==> src/core/flcs_pkg.sv <==
// Purpose: Constants and types for the flash lock-clear host sequencer
// Assumes: Byte-wide flash on asynchronous pins, host runs on aclk
// Notes: Register offsets are byte addresses on AXI4-Lite
package flcs_pkg;
  localparam logic [7:0] FLCS_CMD_SETUP   = 8'h60;
  localparam logic [7:0] FLCS_CMD_CONFIRM = 8'hD0;
  localparam logic [7:0] FLCS_CMD_ARRAY   = 8'hFF;
  localparam int FLCS_READY_BIT  = 7;
  localparam int FLCS_ERASE_BIT  = 5;
  localparam int FLCS_PROG_BIT   = 4;
  localparam int FLCS_SUPPLY_BIT = 3;
  localparam int FLCS_PROT_BIT   = 1;
  // Register byte offsets
  localparam logic [3:0] FLCS_OFF_CTRL   = 4'h0;
  localparam logic [3:0] FLCS_OFF_STAT   = 4'h4;
  localparam logic [3:0] FLCS_OFF_IRQ    = 4'h8;
  localparam logic [3:0] FLCS_OFF_IRQEN  = 4'hC;
  // Pin timing: strobe phase of 100 ns, rounded up to cycles
  localparam int FLCS_CLK_NS   = 50;
  localparam int FLCS_PHASE_NS = 100;
  localparam int FLCS_PHASE_CYC = (FLCS_PHASE_NS + FLCS_CLK_NS - 1) / FLCS_CLK_NS;
  localparam logic [3:0] FLCS_PHASE_CNT = 4'(FLCS_PHASE_CYC);
  localparam logic [2:0] FLCS_IRQ_RST = 3'h0;
  typedef enum logic [3:0] {
    FLCS_IDLE  = 4'h0,
    FLCS_WR    = 4'h1,
    FLCS_WGAP  = 4'h2,
    FLCS_WAIT  = 4'h3,
    FLCS_RD    = 4'h4,
    FLCS_RGAP  = 4'h5,
    FLCS_EVAL  = 4'h6
  } flcs_state_type;
  // Pin outputs toward the flash
  typedef struct packed {
    logic       ce_n;
    logic       we_n;
    logic       oe_n;
    logic       reset_powerdown_n;
    logic [7:0] dq_out;
    logic       dq_oe;
  } flcs_pins_type;
endpackage

==> src/core/flcs_ctrl.sv <==
// Purpose: Host sequencer that clears block lock-bits on a byte-wide flash
// Assumes: AXI4-Lite slave for software, flash pins asynchronous to aclk
// Notes: CTRL bit0 start, bit1 power-down request; STAT shows last status byte
`timescale 1ns/10ps
module flcs_ctrl
  import flcs_pkg::*;
(
  // Clock and reset
  input  wire logic        aclk,
  input  wire logic        aresetn,
  // AXI4-Lite slave
  input  wire logic [3:0]  s_awaddr,
  input  wire logic        s_awvalid,
  output logic             s_awready,
  input  wire logic [31:0] s_wdata,
  input  wire logic [3:0]  s_wstrb,
  input  wire logic        s_wvalid,
  output logic             s_wready,
  output logic [1:0]       s_bresp,
  output logic             s_bvalid,
  input  wire logic        s_bready,
  input  wire logic [3:0]  s_araddr,
  input  wire logic        s_arvalid,
  output logic             s_arready,
  output logic [31:0]      s_rdata,
  output logic [1:0]       s_rresp,
  output logic             s_rvalid,
  input  wire logic        s_rready,
  // Flash pins
  output flcs_pins_type    fl_pins,
  input  wire logic [7:0]  fl_dq_in,
  input  wire logic        ready_busy_n,
  // Interrupt
  output logic             irq
);
  flcs_state_type st_ff, nxt_st;
  logic [3:0] cnt_ff, nxt_cnt;
  logic [1:0] step_ff, nxt_step;
  logic [7:0] stat_ff, nxt_stat;
  logic       busy_ff, nxt_busy;
  logic       pd_ff, nxt_pd;
  logic [2:0] irq_ff, nxt_irq;
  logic [2:0] irqen_ff, nxt_irqen;
  logic       bvalid_ff, nxt_bvalid;
  logic       rvalid_ff, nxt_rvalid;
  logic [31:0] rdata_ff, nxt_rdata;
  logic [1:0] rresp_ff, nxt_rresp;
  logic [1:0] bresp_ff, nxt_bresp;
  flcs_pins_type pins_ff, nxt_pins;
  logic [7:0] dq_s1_ff, dq_s2_ff;
  logic       rb_s1_ff, rb_s2_ff;
  logic       wr_go, start, done_ev, err_ev, abort_ev;

  // Two-flop synchronisers on flash inputs
  always_ff @(posedge aclk)
  begin
    dq_s1_ff <= fl_dq_in;
    dq_s2_ff <= dq_s1_ff;
    rb_s1_ff <= ready_busy_n;
    rb_s2_ff <= rb_s1_ff;
  end

  // Write channel taken when address and data both present
  assign wr_go     = s_awvalid && s_wvalid && !bvalid_ff;
  assign s_awready = wr_go;
  assign s_wready  = wr_go;
  assign s_arready = !rvalid_ff;
  assign start     = wr_go && s_awaddr == FLCS_OFF_CTRL && s_wstrb[0] && s_wdata[0] && !busy_ff;

  // Bus registers and interrupt bits
  always_comb
  begin
    nxt_bvalid = bvalid_ff && !s_bready;
    nxt_bresp  = bresp_ff;
    nxt_rvalid = rvalid_ff && !s_rready;
    nxt_rdata  = rdata_ff;
    nxt_rresp  = rresp_ff;
    nxt_pd     = pd_ff;
    nxt_irqen  = irqen_ff;
    nxt_irq    = irq_ff;
    if (wr_go)
    begin
      nxt_bvalid = 1'b1;
      nxt_bresp  = 2'b00;
      unique case (s_awaddr)
        FLCS_OFF_CTRL:  if (s_wstrb[0]) nxt_pd = s_wdata[1];
        FLCS_OFF_IRQ:   if (s_wstrb[0]) nxt_irq = irq_ff & ~s_wdata[2:0];
        FLCS_OFF_IRQEN: if (s_wstrb[0]) nxt_irqen = s_wdata[2:0];
        FLCS_OFF_STAT:  nxt_bresp = 2'b10;
        default:        nxt_bresp = 2'b10;
      endcase
    end
    // Set wins over clear
    nxt_irq = nxt_irq | {abort_ev, err_ev, done_ev};
    if (s_arvalid && !rvalid_ff)
    begin
      nxt_rvalid = 1'b1;
      nxt_rresp  = 2'b00;
      unique case (s_araddr)
        FLCS_OFF_CTRL:  nxt_rdata = {30'h0, pd_ff, busy_ff};
        FLCS_OFF_STAT:  nxt_rdata = {23'h0, !rb_s2_ff, stat_ff};
        FLCS_OFF_IRQ:   nxt_rdata = {29'h0, irq_ff};
        FLCS_OFF_IRQEN: nxt_rdata = {29'h0, irqen_ff};
        default:
        begin
          nxt_rdata = 32'h0000_0000;
          nxt_rresp = 2'b10;
        end
      endcase
    end
  end

  // Pin sequencer
  always_comb
  begin
    nxt_st   = st_ff;
    nxt_cnt  = (cnt_ff != 4'h0) ? cnt_ff - 4'h1 : cnt_ff;
    nxt_step = step_ff;
    nxt_stat = stat_ff;
    nxt_busy = busy_ff;
    nxt_pins = pins_ff;
    done_ev  = 1'b0;
    err_ev   = 1'b0;
    abort_ev = 1'b0;
    nxt_pins.reset_powerdown_n = !pd_ff;
    unique case (st_ff)
      FLCS_IDLE:
        if (start && !pd_ff)
        begin
          nxt_busy = 1'b1;
          nxt_step = 2'h0;
          nxt_st   = FLCS_WR;
          nxt_cnt  = FLCS_PHASE_CNT;
          nxt_pins.dq_out = FLCS_CMD_SETUP;
          nxt_pins.dq_oe  = 1'b1;
          nxt_pins.ce_n   = 1'b0;
          nxt_pins.we_n   = 1'b0;
        end
      FLCS_WR:
        if (cnt_ff == 4'h0)
        begin
          nxt_pins.we_n = 1'b1;
          nxt_pins.ce_n = 1'b1;
          nxt_st  = FLCS_WGAP;
          nxt_cnt = FLCS_PHASE_CNT;
        end
      FLCS_WGAP:
        if (cnt_ff == 4'h0)
        begin
          nxt_pins.dq_oe = 1'b0;
          if (step_ff == 2'h0)
          begin
            nxt_step = 2'h1;
            nxt_st   = FLCS_WR;
            nxt_cnt  = FLCS_PHASE_CNT;
            nxt_pins.dq_out = FLCS_CMD_CONFIRM;
            nxt_pins.dq_oe  = 1'b1;
            nxt_pins.ce_n   = 1'b0;
            nxt_pins.we_n   = 1'b0;
          end
          else if (step_ff == 2'h1)
          begin
            nxt_st  = FLCS_RD;
            nxt_cnt = FLCS_PHASE_CNT;
            nxt_pins.ce_n = 1'b0; // Reads give status now
            nxt_pins.oe_n = 1'b0;
          end
          else
          begin
            nxt_busy = 1'b0;
            nxt_st   = FLCS_IDLE;
            done_ev  = 1'b1;
          end
        end
      FLCS_RD:
        if (cnt_ff == 4'h0)
        begin
          nxt_stat = dq_s2_ff;
          nxt_pins.ce_n = 1'b1;
          nxt_pins.oe_n = 1'b1;
          nxt_st  = FLCS_RGAP;
          nxt_cnt = FLCS_PHASE_CNT;
        end
      FLCS_RGAP:
        if (cnt_ff == 4'h0)
        begin
          if (stat_ff[FLCS_READY_BIT] && rb_s2_ff)
            nxt_st = FLCS_EVAL;
          else
          begin
            nxt_st  = FLCS_RD;
            nxt_cnt = FLCS_PHASE_CNT;
            nxt_pins.ce_n = 1'b0;
            nxt_pins.oe_n = 1'b0;
          end
        end
      FLCS_EVAL:
      begin
        // Any of supply, protect, sequence or clear errors
        err_ev = stat_ff[FLCS_SUPPLY_BIT] | stat_ff[FLCS_PROT_BIT] | stat_ff[FLCS_ERASE_BIT]
               | stat_ff[FLCS_PROG_BIT];
        nxt_step = 2'h2;
        nxt_st   = FLCS_WR;
        nxt_cnt  = FLCS_PHASE_CNT;
        nxt_pins.dq_out = FLCS_CMD_ARRAY;
        nxt_pins.dq_oe  = 1'b1;
        nxt_pins.ce_n   = 1'b0;
        nxt_pins.we_n   = 1'b0;
      end
      default: nxt_st = FLCS_IDLE;
    endcase
    // Power-down mid-sequence aborts; software must restart
    if (pd_ff && st_ff != FLCS_IDLE)
    begin
      nxt_st   = FLCS_IDLE;
      nxt_busy = 1'b0;
      abort_ev = 1'b1;
      nxt_pins.ce_n  = 1'b1;
      nxt_pins.we_n  = 1'b1;
      nxt_pins.oe_n  = 1'b1;
      nxt_pins.dq_oe = 1'b0;
    end
  end

  // Register stage
  always_ff @(posedge aclk)
  begin
    if (!aresetn)
    begin
      st_ff     <= FLCS_IDLE;
      cnt_ff    <= 4'h0;
      step_ff   <= 2'h0;
      stat_ff   <= 8'h00;
      busy_ff   <= 1'b0;
      pd_ff     <= 1'b0;
      irq_ff    <= FLCS_IRQ_RST;
      irqen_ff  <= FLCS_IRQ_RST;
      bvalid_ff <= 1'b0;
      bresp_ff  <= 2'b00;
      rvalid_ff <= 1'b0;
      rdata_ff  <= 32'h0000_0000;
      rresp_ff  <= 2'b00;
      pins_ff   <= '{ce_n: 1'b1, we_n: 1'b1, oe_n: 1'b1, reset_powerdown_n: 1'b1,
                     dq_out: 8'h00, dq_oe: 1'b0};
    end
    else
    begin
      st_ff     <= nxt_st;
      cnt_ff    <= nxt_cnt;
      step_ff   <= nxt_step;
      stat_ff   <= nxt_stat;
      busy_ff   <= nxt_busy;
      pd_ff     <= nxt_pd;
      irq_ff    <= nxt_irq;
      irqen_ff  <= nxt_irqen;
      bvalid_ff <= nxt_bvalid;
      bresp_ff  <= nxt_bresp;
      rvalid_ff <= nxt_rvalid;
      rdata_ff  <= nxt_rdata;
      rresp_ff  <= nxt_rresp;
      pins_ff   <= nxt_pins;
    end
  end

  // Outputs
  assign s_bvalid = bvalid_ff;
  assign s_bresp  = bresp_ff;
  assign s_rvalid = rvalid_ff;
  assign s_rdata  = rdata_ff;
  assign s_rresp  = rresp_ff;
  assign fl_pins  = pins_ff;
  assign irq      = |(irq_ff & irqen_ff);
endmodule

==> config.mk <==
export PLATFORM = sky130hd
export DESIGN_NAME = flcs_ctrl
export DESIGN_NICKNAME = d
export VERILOG_FILES = /design/src/core/flcs_pkg.sv /design/src/core/flcs_ctrl.sv
export SDC_FILE = /design/constraint.sdc
export NUM_CORES = 1
export LEC_CHECK = 0
export BUFFER_PORTS_ARGS = -buffer_cell sky130_fd_sc_hd__buf_2
export CORE_MARGIN = 2
export CORE_UTILIZATION = 48
export DETAILED_ROUTE_END_ITERATION = 7
export GPL_ROUTABILITY_DRIVEN = 0
export PLACE_DENSITY_LB_ADDON = 0.2
export SKIP_CTS_REPAIR_TIMING = 1
export SKIP_LAST_GASP = 1
export SYNTH_ARGS = -nofsm -noshare
export SYNTH_HDL_FRONTEND = slang
export SYNTH_SLANG_ARGS = --single-unit
==> constraint.sdc <==
create_clock -name aclk -period 2.8 [get_ports aclk]
set_input_delay 0.14 -clock aclk [delete_from_list [all_inputs] [get_ports aclk]]
set_output_delay 0.14 -clock aclk [all_outputs]
set_load 0.02 [all_outputs]
==> summary.txt <==
Outcome
  – Outcome: completed

Global route
  – Gr ovfl total: 0
  – GR Layer Usage met2: 30.6%
  – Grt met1 use: 23.5%
  – First-pass GRT wire length: 9.23 mm
  – Largest net degree at the start of global routing: 25
  – Gr usage total: 18.7%
  – GRT Max-Usage Layer: met2
  – Grt met3 use: 3.71%
  – Antenna violations before repair: 0
  – Vias in the first global route: 2,016

Critical path
  – Crit path DAT: 2480 ps
  – Setup CP Type: flop to flop
  – CP Capture Type: flop
  – R2r startpoint: cnt_ff[0]$_SDFF_PN0_
  – Slowest Stage Delay on Critical Path: 630 ps
  – Critical path, cell by cell: inv_1 -> ha_1 -> nor3b_4 -> inv_2 -> or3_1 -> mux2i_1 -> nor2b_1
  – Start point of the critical path: cnt_ff[0]$_SDFF_PN0_
  – Worst reg-to-reg path cell count: 7
  – Largest fanout on the critical path: 15
  – WP data required: 3030 ps
  – CP max-delay cell: or3_1
  – Startpoint class of the critical path: flop

Power and ir drop
  – Net Sw Power: 638 uW
  – Leakage: 1.51 nW
  – Sw Ratio: 28.3%
  – Clock share of power: 38.8%
  – Combinational share of power: 17.7%
  – Pwr dens: 679 nW/um^2
  – Maximum VDD drop: 0.457 mV
  – Design internal power: 1.62 mW
  – Power Total: 2.26 mW
  – Seq pwr share: 43.5%

Timing
  – FMAX: 443 MHz
  – Final setup violation count: 0
  – Slew HR: 61.2%
  – RSZ-0062 raised after global routing: false
  – Post-route minimum period: 2260 ps
  – Clk_skew: 7.30 ps
  – Setup TNS: 0 ps
  – Endpoints failing hold: 0
  – Worst-margin pin slew: 581 ps
  – Fin crit share: 80.6%
  – Fin. max-slew vios: 0

Layout
  – N_diodes: 0
  – Layout cells sized above 1: 23.1%
  – Synth-to-Final Area Change: 18.1%
  – Nets: 416
  – Post-layout util: 59.6%
  – Most common cell after layout, fill and taps aside: dfxtp_1
  – # fillers: 502
  – Non-Filler Instances: 431
  – Most frequent cells in the layout: dfxtp_1 (64), buf_2 (57), conb_1 (25), nor2b_1 (22), nand2_1 (18)
  – FF/Latch Area: 1280 um^2
  – Multi-input gate area: 1280 um^2

Floorplan
  – Io pins: 115
  – Initial core utilization: 50.5%
  – Row count: 27
  – Die Width: 80.6 um
  – Die height: 80.6 um
  – Core area: 5570 um^2
  – Die ar.: 6490 um^2

Clock network
  – Clock sinks: 64
  – Clock transition at path regs: 70 ps
  – H-tree depth: 3
  – Cts bufs inserted: 9
  – CTS tree: built
  – Worst skew pair latency: 340 ps
  – Maximum buffer depth of the clock tree: 2
  – Clock root cell: clkbuf_8

Worst hold path
  – Hold_sp: s_rready
  – WHS Path Cells: 3
  – Hold Path Class: input pin to flop

Route
  – Vias per Instance: 5.10
  – DRT Pass-1 Iters: 5
  – WL final: 5.74 mm
  – Drt drc: 0
  – DR iter-0 viols: 154
  – Routed via count: 2,198
  – Routed Antenna Nets: 0
  – WL per Instance: 13.3 um

Logic synthesis
  – Seq/Total Area, Yosys: 45.6%
  – Post-Syn Area per Cell: 9.57 um^2
  – Post-synth cell types: 52
  – Yosys Warn Count: 0
  – Fraction of registers with async set/reset: 0%
  – Post-synth EDFFs: 0
  – Seq cells post-synth: 64
  – Main flop type after synthesis: dfxtp_1
  – Cells after synthesis: 294
  – Netlist Area Pre-Place: 2810 um^2

Placed design
  – I/O Buffers: 57
  – Final HPWL DP: 4.09 mm
  – DP Cell Count: 406

Run
  – Max Cap Viol: 0
## flip-flops by register name, summed over array words and instances (netlist names), 3 cells and up
| register | flops |
|---|---|
| dq_s2_ff | 8 |
| irq_ff | 3 |
| s_rdata | 9 |
| st_ff | 3 |
| dq_s1_ff | 8 |
| cnt_ff | 4 |
| fl_pins | 8 |
| irqen_ff | 3 |
| stat_ff | 8 |
## final timing paths
path                             endpoint  slack, ps
hold / removal        s_rvalid$_SDFF_PN0_         70
hold reg to reg       dq_s2_ff[1]$_DFF_P_        330
setup reg to reg  stat_ff[3]$_SDFFE_PN0P_        540
setup / recovery  stat_ff[3]$_SDFFE_PN0P_        540
## synthesized netlist by cell type, drive strengths merged (3+ instances only)
library cell  count  area, um^2
dfxtp            64        1280
buf              33         249
nor2b            22         138
nand2            18        67.6
mux2i            14         140
inv              13        48.8
nor2             12        45.0
o21ai            12        60.1
clkbuf           11        41.3
a21oi             8        40.0
a22oi             8        60.1
a21boi            6        45.0
a31oi             5        31.3
nand2b            5        31.3
nand3             5        25.0
nor3b             4        41.3
or3               4        25.0
a211oi            3        22.5
nor3              3        15.0
o211a             3        30.0
o21a              3        22.5
o31a              3        26.3
## cells by family (layout without fill, tap and decap cells)
kind of cell             Yosys count  after routing  synth area share, %
flip-flops                        64             64                 45.6
other                              1             25                0.133
AO/OA/AOI/OAI                     65             65                 16.1
buffers and inverters             57             98                 12.1
AND/OR/NAND/NOR                   88             88                 18.3
XOR/XNOR                           1              1                0.311
multiplexers                      16             16                 6.58
adder cells (fa/ha/maj)            2              2                0.890
## power groups by stage
| stage | registers (mW) | clock network, mW | logic [mW] |
|---|---|---|---|
| after floorplan | 1.00 | 0 | 0.326 |
| after global placement | 1.00 | 0 | 0.383 |
| after detailed placement | 1.00 | 0 | 0.386 |
| after CTS | 0.982 | 0.892 | 0.386 |
| after global routing | 0.985 | 0.931 | 0.448 |
| final | 0.981 | 0.876 | 0.398 |
## worst max-delay path, delay by kind of cell (launching register included)
| kind | cells | cell delay, ps |
|---|---|---|
| and+or+nand+nor | 3 | 1060 |
| DFF | 1 | 330 |
| buffers and inverters | 2 | 300 |
| muxes | 1 | 250 |
| adders and majority gates | 1 | 210 |
## final cells by class
type / count / share of cell area (%)
repair buffers: 69 / 12.0
well taps: 72 / 2.71
clock inverters: 6 / 2.79
flip-flops and latches: 64 / 38.6
inverters: 13 / 1.47
multi-input cells: 197 / 38.6
clock buffers: 10 / 3.84
## per-stage QoR
stage | worst slack (ps) | area [um^2] | hold WS (ps)
final | 545 | 3320 | 70.9
after global routing | 407 | 3320 | 90.0
after CTS | 531 | 3230 | -114
after global placement | 583 | 3010 | 243
after floorplan | 809 | 2900 | 168
after detailed placement | 566 | 3010 | 244
## per-layer routing
layer | share of wire [%] | vias to the layer above
li1 | - | 1103
met3 | 4.9 | 6
met5 | 0 | -
met2 | 48 | 65
met4 | 1.4 | 0
met1 | 46 | 1024
No activity file was read; power rests on OpenSTA's default activity.
